$ cat config.mk
export PLATFORM = sky130hd
export DESIGN_NAME = sp_serial_port_setup
export DESIGN_NICKNAME = d
export VERILOG_FILES = /design/src/sp_pkg.sv /design/src/sp_char_tx.sv /design/src/sp_serial_port_setup.sv
export VERILOG_INCLUDE_DIRS = /design/src
export SDC_FILE = /design/constraint.sdc
export NUM_CORES = 1
export LEC_CHECK = 0
export BUFFER_PORTS_ARGS = -buffer_cell sky130_fd_sc_hd__buf_2
export CORE_UTILIZATION = 40
export DETAILED_ROUTE_END_ITERATION = 7
export REMOVE_ABC_BUFFERS = 1
export SETUP_SLACK_MARGIN = 0.1
export SLEW_MARGIN = 5
export SYNTH_ARGS = -nofsm -noshare
export SYNTH_HDL_FRONTEND = slang
export SYNTH_SLANG_ARGS = --single-unit
$ cat constraint.sdc
create_clock -name sys_clk -period 8.6 [get_ports sys_clk]
set_clock_uncertainty 0.1 [all_clocks]
set_input_delay 0.86 -clock sys_clk [delete_from_list [all_inputs] [get_ports sys_clk]]
set_output_delay 0.86 -clock sys_clk [all_outputs]
set_load 0.01 [all_outputs]
$ cat src/sp_consts.svh
// Offsets, field positions, defaults and timing for the serial port setup block.
// Assumes a byte-addressed Avalon-MM slave with one 32-bit word per register.
`ifndef SP_CONSTS_SVH
`define SP_CONSTS_SVH
`define SP_OFS_CFG_STG  5'h00
`define SP_OFS_DLY_STG  5'h04
`define SP_OFS_CFG_ACT  5'h08
`define SP_OFS_DLY_ACT  5'h0C
`define SP_OFS_STATUS   5'h10
`define SP_OFS_TXDATA   5'h14
`define SP_OFS_RXDATA   5'h18
`define SP_F_PROTO      0
`define SP_F_NODE       8
`define SP_F_BAUD       16
`define SP_F_LEN8       20
`define SP_F_STOP2      21
`define SP_F_PAR        24
`define SP_F_STICKY     4
`define SP_CFG_RST      32'h01230100
`define SP_DEF_NODE     7'h01
`define SP_DEF_BAUD     3'h3
`define SP_DEF_PAR      2'h1
`define SP_DEF_DLY      7'h14
`define SP_NODE_MAX     7'h63
`define SP_BAUD_MAX     3'h6
`define SP_DLY_MAX      7'h63
`define SP_BAUD_0       1200
`define SP_BAUD_1       2400
`define SP_BAUD_2       4800
`define SP_BAUD_3       9600
`define SP_BAUD_4       19200
`define SP_BAUD_5       38400
`define SP_BAUD_6       57600
`define SP_MS_PER_S     1000
`define SP_GAP_BITS     5'h14
`endif

$ cat src/sp_pkg.sv
// State types for the serial port setup block.
// Assumes nothing beyond the consts header holding the numbers.
package sp_pkg;
    typedef enum logic [4:0] {
        RX_IDLE  = 5'h01,
        RX_START = 5'h02,
        RX_DATA  = 5'h04,
        RX_PAR   = 5'h08,
        RX_STOP  = 5'h10
    } sp_rx_st_t;
    typedef enum logic [4:0] {
        TX_IDLE  = 5'h01,
        TX_START = 5'h02,
        TX_DATA  = 5'h04,
        TX_PAR   = 5'h08,
        TX_STOP  = 5'h10
    } sp_tx_st_t;
    typedef enum logic [3:0] {
        FR_ADDR = 4'h1,
        FR_TAKE = 4'h2,
        FR_DROP = 4'h4,
        FR_WAIT = 4'h8
    } sp_frm_st_t;
endpackage

$ cat src/sp_char_tx.sv
// Character serializer: start, data LSB first, optional parity, stop bits.
// Assumes framing inputs and divisor stay stable while a character is sent.
`timescale 1ns/10ps
`include "sp_consts.svh"
module sp_char_tx import sp_pkg::*; (
    input  wire logic        sys_clk,
    input  wire logic        sys_rst,
    input  wire logic        start,
    input  wire logic [7:0]  data,
    input  wire logic        len8,
    input  wire logic        par_en,
    input  wire logic        par_odd,
    input  wire logic        stop2,
    input  wire logic [23:0] div,
    output logic             txd,
    output logic             busy
);
    sp_tx_st_t   st_ff,  nxt_st;
    logic [23:0] cnt_ff, nxt_cnt;
    logic [2:0]  bit_ff, nxt_bit;
    logic [7:0]  sh_ff,  nxt_sh;
    logic        par_ff, nxt_par;
    logic        txd_ff, nxt_txd;
    logic        tick;
    logic [2:0]  last;

    assign tick = (cnt_ff == 24'h0);
    assign last = len8 ? 3'h7 : 3'h6;
    assign txd  = txd_ff;
    assign busy = (st_ff != TX_IDLE);

    always_comb begin
        nxt_st  = st_ff;
        nxt_bit = bit_ff;
        nxt_sh  = sh_ff;
        nxt_par = par_ff;
        nxt_txd = txd_ff;
        nxt_cnt = tick ? div - 24'h1 : cnt_ff - 24'h1;
        case (st_ff)
            TX_IDLE: begin
                nxt_cnt = cnt_ff;
                if (start) begin
                    nxt_sh  = data;
                    nxt_par = 1'b0;
                    nxt_txd = 1'b0;
                    nxt_cnt = div - 24'h1;
                    nxt_st  = TX_START;
                end
            end
            TX_START, TX_DATA: begin
                if (tick) begin
                    if (st_ff == TX_DATA && bit_ff == last) begin
                        nxt_bit = 3'h0;
                        if (par_en) begin
                            nxt_txd = par_ff ^ par_odd;
                            nxt_st  = TX_PAR;
                        end else begin
                            nxt_txd = 1'b1;
                            nxt_st  = TX_STOP;
                        end
                    end else begin
                        nxt_txd = sh_ff[0];
                        nxt_par = par_ff ^ sh_ff[0];
                        nxt_sh  = {1'b0, sh_ff[7:1]};
                        nxt_bit = (st_ff == TX_START) ? 3'h0 : bit_ff + 3'h1;
                        nxt_st  = TX_DATA;
                    end
                end
            end
            TX_PAR: begin
                if (tick) begin
                    nxt_txd = 1'b1;
                    nxt_st  = TX_STOP;
                end
            end
            TX_STOP: begin
                if (tick) begin
                    if (stop2 && bit_ff == 3'h0) begin
                        nxt_bit = 3'h1;
                    end else begin
                        nxt_st = TX_IDLE;
                    end
                end
            end
            default: begin
                nxt_st  = TX_IDLE;
                nxt_txd = 1'b1;
            end
        endcase
    end

    always_ff @(posedge sys_clk or posedge sys_rst) begin
        if (sys_rst) begin
            st_ff  <= TX_IDLE;
            cnt_ff <= 24'h0;
            bit_ff <= 3'h0;
            sh_ff  <= 8'h0;
            par_ff <= 1'b0;
            txd_ff <= 1'b1;
        end else begin
            st_ff  <= nxt_st;
            cnt_ff <= nxt_cnt;
            bit_ff <= nxt_bit;
            sh_ff  <= nxt_sh;
            par_ff <= nxt_par;
            txd_ff <= nxt_txd;
        end
    end
endmodule

$ cat src/sp_serial_port_setup.sv
// Serial port setup: power-on latched settings, Avalon-MM registers, RX, TX.
// Assumes rxd is synchronous to sys_clk and nv_cfg_word/nv_delay_ms hold the
// stored settings while sys_rst is released.
`timescale 1ns/10ps
`include "sp_consts.svh"
module sp_serial_port_setup import sp_pkg::*; #(
    parameter int CLK_HZ    = 125000000,
    parameter int MS_CYCLES = CLK_HZ / `SP_MS_PER_S
) (
    input  wire logic        sys_clk,
    input  wire logic        sys_rst,
    input  wire logic [4:0]  avs_address,
    input  wire logic        avs_read,
    input  wire logic        avs_write,
    input  wire logic [31:0] avs_writedata,
    input  wire logic [3:0]  avs_byteenable,
    output logic [31:0]      avs_readdata,
    output logic             avs_waitrequest,
    input  wire logic [31:0] nv_cfg_word,
    input  wire logic [6:0]  nv_delay_ms,
    output logic [31:0]      store_cfg_word,
    output logic [6:0]       store_delay_ms,
    input  wire logic        rxd,
    output logic             txd
);
    // Out-of-range stored values fall back to defaults
    function automatic logic [31:0] sp_clean(input logic [31:0] w);
        logic [31:0] r;
        r = `SP_CFG_RST;
        r[`SP_F_PROTO] = w[`SP_F_PROTO];
        if (w[`SP_F_NODE +: 7] <= `SP_NODE_MAX) r[`SP_F_NODE +: 7] = w[`SP_F_NODE +: 7];
        if (w[`SP_F_BAUD +: 3] <= `SP_BAUD_MAX) r[`SP_F_BAUD +: 3] = w[`SP_F_BAUD +: 3];
        r[`SP_F_LEN8]  = w[`SP_F_LEN8];
        r[`SP_F_STOP2] = w[`SP_F_STOP2];
        if (w[`SP_F_PAR +: 2] != 2'h3) r[`SP_F_PAR +: 2] = w[`SP_F_PAR +: 2];
        return r;
    endfunction

    function automatic logic [23:0] sp_div(input logic [2:0] c);
        int r;
        case (c)
            3'h0:    r = CLK_HZ / `SP_BAUD_0;
            3'h1:    r = CLK_HZ / `SP_BAUD_1;
            3'h2:    r = CLK_HZ / `SP_BAUD_2;
            3'h4:    r = CLK_HZ / `SP_BAUD_4;
            3'h5:    r = CLK_HZ / `SP_BAUD_5;
            3'h6:    r = CLK_HZ / `SP_BAUD_6;
            default: r = CLK_HZ / `SP_BAUD_3;
        endcase
        return 24'(r);
    endfunction

    logic        cap_done_ff, nxt_cap_done;
    logic [31:0] cfg_act_ff,  nxt_cfg_act;
    logic [6:0]  dly_act_ff,  nxt_dly_act;
    logic        proto_mb, eff_len8, eff_stop2, par_en, par_odd;
    logic [6:0]  node_act;
    logic [23:0] div;

    always_comb begin
        nxt_cap_done = 1'b1;
        nxt_cfg_act  = cfg_act_ff;
        nxt_dly_act  = dly_act_ff;
        if (!cap_done_ff) begin
            nxt_cfg_act = sp_clean(nv_cfg_word);
            nxt_dly_act = (nv_delay_ms <= `SP_DLY_MAX) ? nv_delay_ms : `SP_DEF_DLY;
        end
    end

    always_ff @(posedge sys_clk or posedge sys_rst) begin
        if (sys_rst) begin
            cap_done_ff <= 1'b0;
            cfg_act_ff  <= `SP_CFG_RST;
            dly_act_ff  <= `SP_DEF_DLY;
        end else begin
            cap_done_ff <= nxt_cap_done;
            cfg_act_ff  <= nxt_cfg_act;
            dly_act_ff  <= nxt_dly_act;
        end
    end

    assign proto_mb  = cfg_act_ff[`SP_F_PROTO];
    assign eff_len8  = proto_mb | cfg_act_ff[`SP_F_LEN8];
    assign eff_stop2 = !proto_mb & cfg_act_ff[`SP_F_STOP2];
    assign par_en    = (cfg_act_ff[`SP_F_PAR +: 2] != 2'h0);
    assign par_odd   = (cfg_act_ff[`SP_F_PAR +: 2] == 2'h2);
    assign node_act  = cfg_act_ff[`SP_F_NODE +: 7];
    assign div       = sp_div(cfg_act_ff[`SP_F_BAUD +: 3]);

    // Receiver: mid-bit sampling, idle gap marks end of frame
    sp_rx_st_t   rx_st_ff,  nxt_rx_st;
    logic [23:0] rx_cnt_ff, nxt_rx_cnt;
    logic [2:0]  rx_bit_ff, nxt_rx_bit;
    logic [7:0]  rx_sh_ff,  nxt_rx_sh;
    logic        rx_par_ff, nxt_rx_par;
    logic        rx_err_ff, nxt_rx_err;
    logic [4:0]  rx_gap_ff, nxt_rx_gap;
    logic        rx_tick, ch_done, ch_bad, fr_end;
    logic [7:0]  ch_data;

    assign rx_tick = (rx_cnt_ff == 24'h0);
    assign ch_data = eff_len8 ? rx_sh_ff : {1'b0, rx_sh_ff[7:1]};

    always_comb begin
        nxt_rx_st  = rx_st_ff;
        nxt_rx_bit = rx_bit_ff;
        nxt_rx_sh  = rx_sh_ff;
        nxt_rx_par = rx_par_ff;
        nxt_rx_err = rx_err_ff;
        nxt_rx_gap = rx_gap_ff;
        nxt_rx_cnt = rx_tick ? div - 24'h1 : rx_cnt_ff - 24'h1;
        ch_done    = 1'b0;
        ch_bad     = 1'b0;
        fr_end     = 1'b0;
        case (rx_st_ff)
            RX_IDLE: begin
                if (!rxd) begin
                    nxt_rx_cnt = {1'b0, div[23:1]};
                    nxt_rx_gap = 5'h0;
                    nxt_rx_st  = RX_START;
                end else if (rx_tick && rx_gap_ff != `SP_GAP_BITS) begin
                    nxt_rx_gap = rx_gap_ff + 5'h1;
                    fr_end     = (rx_gap_ff == `SP_GAP_BITS - 5'h1);
                end
            end
            RX_START: begin
                if (rx_tick) begin
                    nxt_rx_bit = 3'h0;
                    nxt_rx_par = 1'b0;
                    nxt_rx_err = 1'b0;
                    nxt_rx_st  = rxd ? RX_IDLE : RX_DATA;
                end
            end
            RX_DATA: begin
                if (rx_tick) begin
                    nxt_rx_sh  = {rxd, rx_sh_ff[7:1]};
                    nxt_rx_par = rx_par_ff ^ rxd;
                    nxt_rx_bit = rx_bit_ff + 3'h1;
                    if (rx_bit_ff == (eff_len8 ? 3'h7 : 3'h6)) begin
                        nxt_rx_st = par_en ? RX_PAR : RX_STOP;
                    end
                end
            end
            RX_PAR: begin
                if (rx_tick) begin
                    nxt_rx_err = ((rx_par_ff ^ rxd) != par_odd);
                    nxt_rx_st  = RX_STOP;
                end
            end
            RX_STOP: begin
                if (rx_tick) begin
                    ch_done   = 1'b1;
                    ch_bad    = rx_err_ff | !rxd;
                    nxt_rx_st = RX_IDLE;
                end
            end
            default: nxt_rx_st = RX_IDLE;
        endcase
    end

    always_ff @(posedge sys_clk or posedge sys_rst) begin
        if (sys_rst) begin
            rx_st_ff  <= RX_IDLE;
            rx_cnt_ff <= 24'h0;
            rx_bit_ff <= 3'h0;
            rx_sh_ff  <= 8'h0;
            rx_par_ff <= 1'b0;
            rx_err_ff <= 1'b0;
            rx_gap_ff <= `SP_GAP_BITS;
        end else begin
            rx_st_ff  <= nxt_rx_st;
            rx_cnt_ff <= nxt_rx_cnt;
            rx_bit_ff <= nxt_rx_bit;
            rx_sh_ff  <= nxt_rx_sh;
            rx_par_ff <= nxt_rx_par;
            rx_err_ff <= nxt_rx_err;
            rx_gap_ff <= nxt_rx_gap;
        end
    end

    // Frame filter and response delay
    sp_frm_st_t  frm_ff,      nxt_frm;
    logic        allow_ff,    nxt_allow;
    logic [6:0]  dly_cnt_ff,  nxt_dly_cnt;
    logic [23:0] ms_cnt_ff,   nxt_ms_cnt;
    logic [7:0]  rx_data_ff,  nxt_rx_data;
    logic        rx_vld_ff,   nxt_rx_vld;
    logic        push, pop, ovr_evt, tx_start;

    always_comb begin
        nxt_frm     = frm_ff;
        nxt_allow   = allow_ff;
        nxt_dly_cnt = dly_cnt_ff;
        nxt_ms_cnt  = ms_cnt_ff;
        nxt_rx_data = rx_data_ff;
        nxt_rx_vld  = rx_vld_ff & !pop;
        push        = 1'b0;
        if (frm_ff == FR_WAIT) begin
            if (dly_cnt_ff == 7'h0) begin
                nxt_allow = 1'b1;
                nxt_frm   = FR_ADDR;
            end else if (ms_cnt_ff == 24'h0) begin
                nxt_ms_cnt  = 24'(MS_CYCLES - 1);
                nxt_dly_cnt = dly_cnt_ff - 7'h1;
            end else begin
                nxt_ms_cnt = ms_cnt_ff - 24'h1;
            end
        end
        case (frm_ff)
            FR_ADDR, FR_WAIT: begin
                if (ch_done) begin
                    nxt_allow = 1'b0;
                    nxt_frm   = (!ch_bad && ch_data == {1'b0, node_act}) ? FR_TAKE : FR_DROP;
                end
            end
            FR_TAKE: begin
                push = ch_done & !ch_bad;
                if (fr_end) begin
                    nxt_dly_cnt = dly_act_ff;
                    nxt_ms_cnt  = 24'(MS_CYCLES - 1);
                    nxt_frm     = FR_WAIT;
                end
            end
            FR_DROP: begin
                if (fr_end) nxt_frm = FR_ADDR;
            end
            default: nxt_frm = FR_ADDR;
        endcase
        if (push) begin
            nxt_rx_data = ch_data;
            nxt_rx_vld  = 1'b1;
        end
        ovr_evt = push & rx_vld_ff & !pop;
    end

    always_ff @(posedge sys_clk or posedge sys_rst) begin
        if (sys_rst) begin
            frm_ff     <= FR_ADDR;
            allow_ff   <= 1'b0;
            dly_cnt_ff <= 7'h0;
            ms_cnt_ff  <= 24'h0;
            rx_data_ff <= 8'h0;
            rx_vld_ff  <= 1'b0;
        end else begin
            frm_ff     <= nxt_frm;
            allow_ff   <= nxt_allow;
            dly_cnt_ff <= nxt_dly_cnt;
            ms_cnt_ff  <= nxt_ms_cnt;
            rx_data_ff <= nxt_rx_data;
            rx_vld_ff  <= nxt_rx_vld;
        end
    end

    // Avalon slave: one wait cycle, then the access completes
    logic        wait_ff,    nxt_wait;
    logic [31:0] rdata_ff,   nxt_rdata;
    logic [31:0] cfg_stg_ff, nxt_cfg_stg;
    logic [6:0]  dly_stg_ff, nxt_dly_stg;
    logic [2:0]  sticky_ff,  nxt_sticky;
    logic [7:0]  hold_ff,    nxt_hold;
    logic        full_ff,    nxt_full;
    logic        acc, tx_busy;
    logic [31:0] wmask;

    assign acc      = (avs_read | avs_write) & !wait_ff;
    assign wmask    = {{8{avs_byteenable[3]}}, {8{avs_byteenable[2]}},
                       {8{avs_byteenable[1]}}, {8{avs_byteenable[0]}}};
    assign pop      = acc & avs_read & (avs_address == `SP_OFS_RXDATA);
    assign tx_start = full_ff & !tx_busy & allow_ff;

    always_comb begin
        nxt_wait    = 1'b1;
        nxt_rdata   = rdata_ff;
        nxt_cfg_stg = cfg_stg_ff;
        nxt_dly_stg = dly_stg_ff;
        nxt_hold    = hold_ff;
        nxt_full    = full_ff & !tx_start;
        nxt_sticky  = sticky_ff;
        if ((avs_read | avs_write) && wait_ff) begin
            nxt_wait = 1'b0;
            case (avs_address)
                `SP_OFS_CFG_STG: nxt_rdata = cfg_stg_ff;
                `SP_OFS_DLY_STG: nxt_rdata = {25'h0, dly_stg_ff};
                `SP_OFS_CFG_ACT: nxt_rdata = cfg_act_ff;
                `SP_OFS_DLY_ACT: nxt_rdata = {25'h0, dly_act_ff};
                `SP_OFS_STATUS:  nxt_rdata = {25'h0, sticky_ff, allow_ff, rx_vld_ff,
                                              tx_busy, !full_ff};
                `SP_OFS_RXDATA:  nxt_rdata = {24'h0, rx_data_ff};
                default:         nxt_rdata = 32'h0;
            endcase
        end
        if (acc && avs_write) begin
            case (avs_address)
                `SP_OFS_CFG_STG: nxt_cfg_stg = (cfg_stg_ff & ~wmask) | (avs_writedata & wmask);
                `SP_OFS_DLY_STG: if (avs_byteenable[0]) nxt_dly_stg = avs_writedata[6:0];
                `SP_OFS_STATUS:  if (avs_byteenable[0])
                                     nxt_sticky = sticky_ff & ~avs_writedata[`SP_F_STICKY +: 3];
                `SP_OFS_TXDATA:  if (!full_ff && avs_byteenable[0]) begin
                                     nxt_hold = avs_writedata[7:0];
                                     nxt_full = 1'b1;
                                 end
                default:         nxt_cfg_stg = cfg_stg_ff;
            endcase
        end
        // Events win over a clear in the same cycle
        nxt_sticky = nxt_sticky | {acc & avs_write & (avs_address == `SP_OFS_TXDATA) & full_ff,
                                   ch_done & ch_bad, ovr_evt};
        if (!cap_done_ff) begin
            nxt_cfg_stg = sp_clean(nv_cfg_word);
            nxt_dly_stg = (nv_delay_ms <= `SP_DLY_MAX) ? nv_delay_ms : `SP_DEF_DLY;
        end
    end

    always_ff @(posedge sys_clk or posedge sys_rst) begin
        if (sys_rst) begin
            wait_ff    <= 1'b1;
            rdata_ff   <= 32'h0;
            cfg_stg_ff <= `SP_CFG_RST;
            dly_stg_ff <= `SP_DEF_DLY;
            sticky_ff  <= 3'h0;
            hold_ff    <= 8'h0;
            full_ff    <= 1'b0;
        end else begin
            wait_ff    <= nxt_wait;
            rdata_ff   <= nxt_rdata;
            cfg_stg_ff <= nxt_cfg_stg;
            dly_stg_ff <= nxt_dly_stg;
            sticky_ff  <= nxt_sticky;
            hold_ff    <= nxt_hold;
            full_ff    <= nxt_full;
        end
    end

    assign avs_readdata    = rdata_ff;
    assign avs_waitrequest = wait_ff;
    assign store_cfg_word  = cfg_stg_ff;
    assign store_delay_ms  = dly_stg_ff;

    sp_char_tx u_tx (
        .sys_clk (sys_clk),
        .sys_rst (sys_rst),
        .start   (tx_start),
        .data    (hold_ff),
        .len8    (eff_len8),
        .par_en  (par_en),
        .par_odd (par_odd),
        .stop2   (eff_stop2),
        .div     (div),
        .txd     (txd),
        .busy    (tx_busy)
    );
endmodule

After elaboration in Yosys (flattened, before gate mapping)
Index checks and enable logic that the tools add are counted. W data, S select, Z words.

Register bits after elaboration: 241. Input port bits: 85.

Add/sub/neg operators: 8. Order comparisons: 3. Eq/ne operators: 52. Multiplexer cells: 103. Bitwise gates (word level): 29. Reductions and logical operators: 41.

Operator list (count): $mux W24 (11); $pmux W32 S6 (1); $pmux W17 S6 (1); $mux W32 (3); $mux W7 (11); $mux W5 (15); $logic_not A24 Y1 (3); $sub A24 B1 Y24 const B (3); $and A32 B32 Y32 (2); $mux W3 (13); $mux W8 (4); $not A32 Y32 (1); $or A32 B32 Y32 (1); $eq A5 B5 Y1 const B (6); $mux W1 (28); $pmux W5 S5 (1); $ne A2 B2 Y1 const B (11); $eq A5 B4 Y1 const B (4); $mux W4 (5); $pmux W5 S4 (1); $sub A17 B1 Y18 const B (1); $ne A2 B1 Y1 const B (8); $pmux W8 S2 (1); $and A1 B1 Y1 (15); other kinds (44) (86).

Depth between registers and ports, before layout
Gate-level depths: netlist of the first run.

Depth after elaboration: 10. Depth in mapped cells: 10. Gate-level depth less buffers: 7.

Hierarchy
A second synthesis of the first run with hierarchy kept.

Cells, all modules: 1423. Area total of the unflattened synthesis: 13226.4 sq um.

Modules (own cells, without submodules): sp_serial_port_setup (times used 1, cells each 1056, area each 10182.3 sq um, sequential area each 5003.5 sq um); sp_char_tx (times used 1, cells each 367, area each 3044.2 sq um, sequential area each 1053.5 sq um).

Least setup slack after synthesis of the first run
Ideal clock, no wire load.

Kind: input to register. Start point: in rxd. End point: reg ms_cnt_ff[18]. Setup time: 0.118 ns. Data arrival time: 2.413 ns. Data required time: 8.382 ns. Setup slack: 5.968 ns. Stages on the path: 9. Buffers on the path: 4. Cells stage by stage: clkbuf_1 -> inv_1 -> nor3_1 -> and4_1 -> clkbuf_1 -> or2_1 -> buf_2 -> buf_4 -> nor2_1.

Word-level cells in the longest chain between the ends: 4.

RTL lines: start, declared (RTL line sp_serial_port_setup.sv:23) `input wire logic rxd,`; $mux W1 (RTL line sp_serial_port_setup.sv:117) `if (!rxd) begin`; $mux W1 (RTL line sp_serial_port_setup.sv:115) `case (rx_st_ff)`; $mux W24 (RTL line sp_serial_port_setup.sv:218) `if (fr_end) begin`; $mux W24 (RTL line sp_serial_port_setup.sv:209) `case (frm_ff)`; net nxt_ms_cnt[18] (RTL line sp_serial_port_setup.sv:185) `logic [23:0] ms_cnt_ff, nxt_ms_cnt;`; end signal, assigned (RTL line sp_serial_port_setup.sv:248) `ms_cnt_ff <= nxt_ms_cnt;`; end, declared (RTL line sp_serial_port_setup.sv:185).

The timed path passes the listed nets, and every way through them passes these cells. A chain may end at the register's enable or synchronous reset.

Worst setup path in the final report of the first run
Start point: reg rx_cnt_ff[0]. End point: reg rx_st_ff[4].

Word-level cells in the longest chain between the ends: 3.

RTL lines: start, declared (RTL line sp_serial_port_setup.sv:92) `logic [23:0] rx_cnt_ff, nxt_rx_cnt;`; start signal, assigned (RTL line sp_serial_port_setup.sv:172) `rx_cnt_ff <= nxt_rx_cnt;`; $logic_not A24 Y1 * (RTL line sp_serial_port_setup.sv:101) `assign rx_tick = (rx_cnt_ff == 24'h0);`; $ne A2 B2 Y1 (no source line); $reduce_and A6 Y1 (no source line) *; end signal, assigned (RTL line sp_serial_port_setup.sv:171) `rx_st_ff <= nxt_rx_st;`; end, declared (RTL line sp_serial_port_setup.sv:91) `sp_rx_st_t rx_st_ff, nxt_rx_st;`.

Mark *: on every way between the ends. The rest lies on a longest branch, timed or not.

==> flow_summary.toml, run 1 <==
[logic_synthesis]
yosysUniqueCellTypes = 89
synth.avg_cell_area_um2 = 9.80
ys_warn_count = 0
synth_seq_cells = 241
synth_area_leaders = "dfrtp_1, mux2i_1, dfstp_2"
synth_area_um2 = 12700
synth_top_area_cell = "dfrtp_1"
synth.top_cell.area_share_pct = 43.3
synth_edf_count = 0
ys_seq_area_share_pct = 47.6
async_flop_share_pct = 100
synth-main-ff-cell = "dfrtp_1"
synth_cells = 1299

[detailed_routing]
wl_per_cell_um = 18.3
remaining_drc_errors = 0
ant_nets = 0
dr.pass1.iters = 5
dr_total_vias = 10400
drt-initial-drc-count = 730
wl_um = 33400
viasPerCell = 5.69

[critical_path]
cp_max_fo = 21
worstPathArrival_ps = 3730
path_class = "reg2reg"
required_ps = 8910
critPathCaptureType = "flip-flop"
start_kind = "flip-flop"

[floorplanning]
io_pins = 158
die_h_um = 180
rows = 64
die_x_um = 180
fp.coreArea_um2 = 30900
initial_core_util_pct = 41.2
die_area_um2 = 32500

[place]
place.gp.congestion = 0.823
port-buffer-count = 140
dp_cells = 1782
pre_cts_slack_ps = 5220
place_hpwl_um = 23500

[sta]
fin_crit_ps = 3420
setup_viol = 0
relSlewSlack_pct = 27.9
finalCritPeriodShare_pct = 39.7
timing_hold_violations_final = 0
rsz0062_at_grt = "false"
slew_violations = 0
fin_ws_ps = 5180
finalSetupTns_ps = 0
fmax_ghz = 0.293
max_slew.worst_pin.slew_ps = 1080

[layout]
layout_commonest_cell = "dfrtp_1"
syn2layout_area_growth_pct = 15.0
fillCellCount = 2946
layout.cells.non_filler = 1831
utilization_pct = 47.4
drive_gt1_share_pct = 19.6
diodes = 0
layout.nets = 1516
most-common-layout-cells = "dfrtp_1, buf_2, nand2_1, nor2_1, o21ai_0"

[clock_network]
clk_latency_ps = 530
numCtsBuffers = 27
htree_levels = 1
cts-resized-gates = 0
clock_path_buffers = 3
cts_tree = "built"
cts_sinks = 241
clk_pin_slew_ps = 60
root_buffer = "clkbuf_16"
cts_setup_buffers = 0
hold_buffers = 0

[grt]
antenna_found_initial = 0
overflow = 0
grt_pass1_wl_um = 54800
grt_max_degree = 112
grtUsageTotal_pct = 20.4
first_global_vias = 10100

[power]
p_per_area_nw_per_um2 = 197
ir_drop_mv = 0.139
p_leak_nw = 6.70

[worst_hold_path]
hold_class = "reg2reg"

[flow_run]
maxCapViolCount = 0

[outcome]
outcome = "finished clean"
-- state kept, by name, indices dropped and copies added, names as in the netlist, 15 cells and up, named ones only --
register / flops
store_cfg_word: 17
ms_cnt_ff: 24
avs_readdata: 32
cfg_act_ff: 15
rx_cnt_ff: 24
u_tx.cnt_ff: 24
-- kinds of logic (layout without fill, tap and decap cells) --
logic type | count (synthesis) | in the layout | share of synthesized area (%)
and+or+nand+nor | 485 | 485 | 19.9
AOI/OAI and AO/OA | 300 | 300 | 15.9
DFF | 241 | 241 | 47.6
buffers and inverters | 108 | 244 | 3.59
muxes | 95 | 95 | 7.82
xor gates and xnor gates | 53 | 53 | 3.65
adders and majority gates | 16 | 16 | 1.57
other | 1 | 1 | 0.0295
-- where the power goes --
part           leakage, nW  internal, mW  switching [mW]
clock network        0.442         0.691           0.463
logic                 3.27         0.170           0.256
registers             2.99          1.22          0.0917
total                 6.70          2.08           0.811
-- critical path: stages, from the launching register on --
cell and delay (ps):
dfrtp_1 400, inv_1 60, ha_1 220, nor3b_1 290, and3_1 540, nand2_1 610, a221oi_1 680, mux2_2 400
-- cell type report --
type	instances	area [µm²]	share of cell area, %
clock buffers	43	836	5.71
clock inverters	6	57.6	0.393
inverters	43	169	1.15
multi-input cells	950	6230	42.6
flip-flops and latches	241	6060	41.4
well taps	396	495	3.38
repair buffers	152	791	5.40
-- stage by stage --
step	power (mW)	area (µm²)	hold WS [ps]
4_1_cts	2.92	14600	378
6_report	2.89	14600	370
2_1_floorplan	1.60	12400	342
3_5_place_dp	1.75	13700	363
5_1_grt	3.03	14600	394
3_3_place_gp	1.75	13700	359
-- worst paths after layout --
check | startpoint | cells after the start | slack (ps) | to
worst max-delay path | rx_cnt_ff[0]$_DFF_PP0_ | 7 | 5180 | rx_st_ff[4]$_DFFE_PP0P_
worst min-delay path | avs_readdata[25]$_DFFE_PP0P_ | 2 | 370 | avs_readdata[25]$_DFFE_PP0P_
worst max register to register | rx_cnt_ff[0]$_DFF_PP0_ | 7 | 5180 | rx_st_ff[4]$_DFFE_PP0P_
worst min register to register | avs_readdata[25]$_DFFE_PP0P_ | 2 | 370 | avs_readdata[25]$_DFFE_PP0P_
max in group asynchronous | sys_rst | 3 | 6660 | avs_readdata[24]$_DFFE_PP0P_
min in group asynchronous | sys_rst | 2 | 380 | u_tx.cnt_ff[17]$_DFFE_PP0P_
-- cells in the mapped netlist (9+ instances only) --
| cell type | count |
|---|---|
| dfrtp_1 | 220 |
| nand2_1 | 117 |
| nor2_1 | 117 |
| o21ai_0 | 98 |
| mux2i_1 | 60 |
| nor3_1 | 50 |
| clkbuf_1 | 45 |
| inv_1 | 42 |
| a21oi_1 | 41 |
| nand3_1 | 38 |
| mux2_2 | 35 |
| xor2_1 | 28 |
| a22oi_1 | 27 |
| nor4_1 | 25 |
| xnor2_1 | 25 |
| dfstp_2 | 21 |
| nor2b_1 | 19 |
| a21o_1 | 17 |
| ha_1 | 16 |
| and3_1 | 14 |
| nand4_1 | 14 |
| a22o_1 | 13 |
| or3_1 | 12 |
| buf_2 | 11 |
| a31oi_1 | 10 |
| nand2b_1 | 10 |
| nand3b_1 | 9 |
| o211ai_1 | 9 |
| o22ai_1 | 9 |
-- per-layer routing --
layer	global-route usage (%)	wire (µm)	vias to the layer above
met4	4.41	592	0
met3	2.75	1410	43
met1	29.3	16100	5154
met5	0	0	-
li1	-	-	4977
met2	32.8	15300	240
Note: power is estimated with default switching activity, not from simulation.
==> run 2: changes to the inputs <==
--- a/config.mk
+++ b/config.mk
@@ -6,6 +6,7 @@
 export SDC_FILE = /design/constraint.sdc
 export NUM_CORES = 1
 export LEC_CHECK = 0
+export ABC_AREA = 1
 export BUFFER_PORTS_ARGS = -buffer_cell sky130_fd_sc_hd__buf_2
 export CORE_UTILIZATION = 40
 export DETAILED_ROUTE_END_ITERATION = 7
==> constraint.sdc (replaced) <==
create_clock -name sys_clk -period 2.9 [get_ports sys_clk]
set_clock_uncertainty 0.1 [all_clocks]
set_input_delay 0.29 -clock sys_clk [delete_from_list [all_inputs] [get_ports sys_clk]]
set_output_delay 0.29 -clock sys_clk [all_outputs]
set_load 0.01 [all_outputs]
==> flow_summary.toml, run 2 <==
[detailed_routing]
viasPerCell = 5.09
drt-met1-wl_um = 16200
remaining_drc_errors = 0
ant_nets = 0
dr_wl_met3_um = 2080
drt-initial-drc-count = 895
wl_um = 35700
wl_met2_um = 16700
wl_per_cell_um = 15.0
top_layer = "met4"
dr.pass1.iters = 5
dr_total_vias = 12100

[layout]
layout_commonest_cell = "nand2_1"
utilization_pct = 49.8
diodes = 0
most-common-layout-cells = "nand2_1, dfrtp_1, inv_1"
layout.nets = 2025
syn2layout_area_growth_pct = 21.6
largest_reg_flops = 32
drive_gt1_share_pct = 14.5

[logic_synthesis]
async_flop_share_pct = 100
muxShareOfSynthArea_pct = 0
yosysMostFrequentCell = "nand2_1"
synth_area_leaders = "dfrtp_1, nand2_1, inv_1"
synth-main-ff-cell = "dfrtp_1"
yosys-top-cells-count = "nand2_1, dfrtp_1, inv_1"
synth.top_cell.area_share_pct = 42.3
synth_seq_cells = 241
yosys.area_share.simple_pct = 29.5
synth_cells = 1702
synth_compound_area_share_pct = 12.5
synth.avg_cell_area_um2 = 7.65
synth_top_family_by_area = "simple AND/OR/NAND/NOR gates"
synthAdderAreaFrac_pct = 1.54
ys_seq_area_share_pct = 46.5
yosysUniqueCellTypes = 56
synth_area_um2 = 13000
synth_xor_xnor_area_share_pct = 2.35
synth_top_area_cell = "dfrtp_1"
synth_edf_count = 0
ys_warn_count = 0

[outcome]
outcome = "finished clean"

[power]
p_per_area_nw_per_um2 = 544
p_seq_share_pct = 44.1
ir_drop_mv = 0.372
combPwrFrac_pct = 16.2
clkPwrFrac_pct = 39.7
p_int_mw = 6.12
switchingPower_mw = 2.50
p_leak_nw = 7.69
swShare_pct = 29.0

[sta]
fmax_ghz = 0.418
max_slew.worst_pin.slew_ps = 1130
finalCritPeriodShare_pct = 82.6
fin_hold_ws_ps = 35.6
setup_viol = 0
rsz0062_at_grt = "false"
timing_hold_violations_final = 0
fin_crit_ps = 2390
relSlewSlack_pct = 24.6
slew_violations = 0

[flow_run]
maxCapViolCount = 0

[grt]
antenna_found_initial = 0
grt_max_degree = 56
overflow = 0
first_global_vias = 12000
grt_pass1_wl_um = 59600
grtUsageTotal_pct = 21.8

[floorplanning]
rows = 65
fp.coreArea_um2 = 31800
die_area_um2 = 33300
initial_core_util_pct = 41.0
io_pins = 158
die_h_um = 182
die_x_um = 182

[critical_path]
required_ps = 3280
start_kind = "flip-flop"
path_class = "reg2reg"
critPathCaptureType = "flip-flop"
cp_max_fo = 16
worstPathArrival_ps = 2770

[worst_hold_path]
hold_class = "in2reg"

[clock_network]
clk_pin_slew_ps = 60
cts_setup_buffers = 0
root_buffer = "clkbuf_16"
htree_levels = 1
clk_latency_ps = 540
clock_path_buffers = 3
cts_tree = "built"
cts_sinks = 241
numCtsBuffers = 27

[place]
place.gp.congestion = 0.893
place_hpwl_um = 25700
port-buffer-count = 140
-- run 2: cell types whose count changed after synthesis, moves of 39 or more --
cell,delta
o21ai_0,+39
nor2_1,+88
nand2_1,+326
nand3_1,+80
inv_1,+165
mux2i_1,-60
-- run 2: area by class of cell --
cell class	count	area [µm²]
timing repair buffer	226	1550
inverter	214	813
fill	3089	16000
clock inverter	12	96.3
multi-input combinational	1214	5990
clock buffer	37	793
sequential	241	6060
tap	435	544
-- run 2: cells by family after synthesis --
group                      after synthesis
xor gates and xnor gates                35
and+or+nand+nor                        875
AOI/OAI and AO/OA                      287
adders and majority gates               16
buffers and inverters                  247
DFF                                    241
other                                    1
-- run 2: path summary, 6_finish.rpt --
check | from | to | slack [ps] | cells after the start
min | avs_byteenable[2] | flip-flop | 40 | 3
min reg2reg | avs_readdata[7]$_DFFE_PP0P_ | avs_readdata[7]$_DFFE_PP0P_ | 380 | 2
max reg2reg | avs_waitrequest$_DFF_PP1_ | flip-flop | 510 | 8
max in group asynchronous | sys_rst | asynchronous set/reset pin | 1620 | 4
max | avs_waitrequest$_DFF_PP1_ | flip-flop | 510 | 8
min in group asynchronous | sys_rst | store_cfg_word[22]$_DFFE_PP0P_ | 210 | 3
-- run 2: metrics by stage --
step / TNS, ps / cells / cell area [µm²] / setup WS [ps] / power, mW
after floorplan: -942150 / 1669 / 12800 / -4070 / 4.71
after detailed placement: 0 / 2263 / 14300 / 569 / 5.18
final: 0 / 2379 / 15800 / 506 / 8.62
after global placement: 0 / 2263 / 14300 / 578 / 5.14
after CTS: 0 / 2379 / 15800 / 541 / 8.70
after global routing: 0 / 2379 / 15800 / 363 / 9.05
-- run 2: power by group through the flow --
stage               combinational, mW  clock (mW)  sequential [mW]
floorplan                       0.874           0             3.84
global placement                 1.28           0             3.86
detailed placement               1.32           0             3.86
CTS                              1.40        3.49             3.80
global route                     1.59        3.62             3.84
finish                           1.40        3.42             3.80
-- run 2: repair_timing --
| action | in CTS | in global routing |
|---|---|---|
| setup endpoints to repair | 0 | 0 |
| gates resized for setup | 0 | 0 |
| endpoints found under the hold margin | 119 | 0 |
| hold buffers | 67 | 0 |
-- run 2: critical path: stages (launching register included) --
cell and delay [ps]:
dfstp_2 380, inv_1 60, nand2_1 70, nor2_2 300, inv_1 120, nor2_4 420, nand3_1 160, o211ai_1 140
dlygate4sd3_1 580
-- run 2: metal layers --
metal	vias up	GRT usage, %
met2	364	36.5
met3	54	3.09
met5	-	0
met4	0	5.75
li1	6020	-
met1	5671	29.5
==> run 3: changes to the inputs <==
--- a/config.mk
+++ b/config.mk
@@ -6,7 +6,7 @@
 export SDC_FILE = /design/constraint.sdc
 export NUM_CORES = 1
 export LEC_CHECK = 0
-export ABC_AREA = 1
+export ABC_AREA = 0
 export BUFFER_PORTS_ARGS = -buffer_cell sky130_fd_sc_hd__buf_2
 export CORE_UTILIZATION = 40
 export DETAILED_ROUTE_END_ITERATION = 7
==> constraint.sdc (replaced) <==
create_clock -name sys_clk -period 2.4 [get_ports sys_clk]
set_clock_uncertainty 0.1 [all_clocks]
set_input_delay 0.24 -clock sys_clk [delete_from_list [all_inputs] [get_ports sys_clk]]
set_output_delay 0.24 -clock sys_clk [all_outputs]
set_load 0.01 [all_outputs]
==> flow_summary.toml, run 3 (same netlist as run 1, synthesis figures left out) <==
[outcome]
outcome = "complete, but fails checks"
violations = "negative setup slack"

[floorplanning]
fp.coreArea_um2 = 30900
die_x_um = 180
io_pins = 158
rows = 64
initial_core_util_pct = 41.2
die_h_um = 180
die_area_um2 = 32500

[sta]
fin_hold_ws_ps = 99.3
fin_ws_ps = -42.2
rsz0062_at_grt = "true"
finalSetupTns_ps = -94.4
relSlewSlack_pct = 53.8
fmax_ghz = 0.409
timing_hold_violations_final = 0
slew_violations = 0
fin_crit_ps = 2440
finalCritPeriodShare_pct = 102
setup_viol = 3
max_slew.worst_pin.slew_ps = 687

[power]
p_leak_nw = 7.80
ir_drop_mv = 0.727
p_per_area_nw_per_um2 = 682
switchingPower_mw = 3.21
p_seq_share_pct = 40.5
power_mw = 11.5
swShare_pct = 27.9
clkPwrFrac_pct = 40.6
p_int_mw = 8.29
combPwrFrac_pct = 18.9

[clock_network]
root_buffer = "clkbuf_16"
clock_path_buffers = 3
numCtsBuffers = 28
htree_levels = 1
clk_pin_slew_ps = 60
cts_sinks = 241
cts_tree = "built"
clk_latency_ps = 550

[layout]
drive_gt1_share_pct = 29.1
most-common-layout-cells = "dfrtp_1, buf_2, buf_4"
layout_commonest_cell = "dfrtp_1"
fillCellCount = 2748
multi_input_comb_area_um2 = 6520
syn2layout_area_growth_pct = 32.6
regArea_um2 = 6060
largest_reg_flops = 32
fin_area_um2 = 16900
layout.nets = 1714

[critical_path]
cp_max_fo = 7
worstPathArrival_ps = 2770
r2r-start = "u_tx.cnt_ff[16]$_DFFE_PP0P_"
critical_path_buf_inv_count = 3
start_kind = "flip-flop"
required_ps = 2730
cp_top_family = "simple AND/OR/NAND/NOR gates"
critPathSlowestCell = "or4_4"
critPathCaptureType = "flip-flop"
critPathLaunch = "u_tx.cnt_ff[16]$_DFFE_PP0P_"
path_class = "reg2reg"
worstPathCellList = "or4_4, or3_4, o21ai_4, buf_6, clkbuf_16, buf_12, nor2_4, a221o_1"
slowest_delay_ps = 540

[place]
place_area_um2 = 14700
place.gp.congestion = 0.873
pre_cts_slack_ps = -73.3
place_hpwl_um = 25800
port-buffer-count = 140

[detailed_routing]
wl_per_cell_um = 18.3
ant_nets = 0
viasPerCell = 5.57
dr_total_vias = 11300
drt-initial-drc-count = 953
remaining_drc_errors = 0
wl_um = 37200
dr.pass1.iters = 7

[grt]
grt_pass1_wl_um = 60600
first_global_vias = 11400
antenna_found_initial = 1
grt_max_degree = 72
grtUsageTotal_pct = 22.7
overflow = 0

[worst_hold_path]
hold_class = "in2reg"
min_from = "avs_byteenable[0]"

[flow_run]
maxCapViolCount = 0
run 3: tightest hold or removal path, cell delays in order:
cell and delay (ps):
buf_2 120, nand3_1 140, o21ai_0 100, o21ai_0 70
run 3: final cells by class:
| cell class | instances | share of cell area, % |
|---|---|---|
| Antenna cell | 1 | 0.0148 |
| Clock buffer | 36 | 4.81 |
| Tap cell | 396 | 2.94 |
| Inverter | 43 | 1.00 |
| Clock inverter | 16 | 1.26 |
| Timing Repair Buffer | 349 | 15.4 |
| Sequential cell | 241 | 35.9 |
| Multi-Input combinational cell | 950 | 38.7 |
run 3: metal layers:
layer / vias to the layer above / global-route usage [%] / wire length (µm)
met5: - / 0 / 0
met4: 0 / 5.47 / 750
met3: 55 / 3.27 / 1770
met2: 287 / 37.5 / 17500
met1: 5595 / 31.3 / 17200
li1: 5383 / - / -
run 3: timing repair:
action                                  CTS  global route
resized for setup                        28            61
buffers inserted                          9            14
pin swaps                                 6            25
hold endpoints to repair                131             0
cloned                                    1             2
hold buffers                             59             0
endpoints found under the setup margin   78            80
run 3: power groups by stage:
stage	Combinational, mW	Clock (mW)	Sequential, mW
2_1_floorplan	1.05	0	4.70
3_3_place_gp	1.90	0	4.68
3_5_place_dp	1.94	0	4.69
4_1_cts	2.14	4.76	4.64
5_1_grt	2.40	4.92	4.69
6_report	2.18	4.67	4.65
run 3: stage by stage:
| step | cells | util [%] |
|---|---|---|
| after floorplan | 1234 | - |
| after global placement | 1894 | 47.4 |
| after detailed placement | 1894 | 47.4 |
| after CTS | 2015 | 53.3 |
| after global routing | 2031 | 54.6 |
| final | 2032 | 54.6 |
run 3: worst paths after layout:
kind | end | slack, ps | cells after the start
setup / recovery | u_tx.cnt_ff[7]$_DFFE_PP0P_ | -40 | 8
hold / removal | sticky_ff[2]$_DFF_PP0_ | 100 | 4
setup reg to reg | u_tx.cnt_ff[7]$_DFFE_PP0P_ | -40 | 8
hold reg to reg | avs_readdata[15]$_DFFE_PP0P_ | 380 | 2
max in group asynchronous | dly_act_ff[4]$_DFFE_PP1N_ | 1230 | 4
min in group asynchronous | dly_cnt_ff[6]$_DFF_PP0_ | 220 | 3
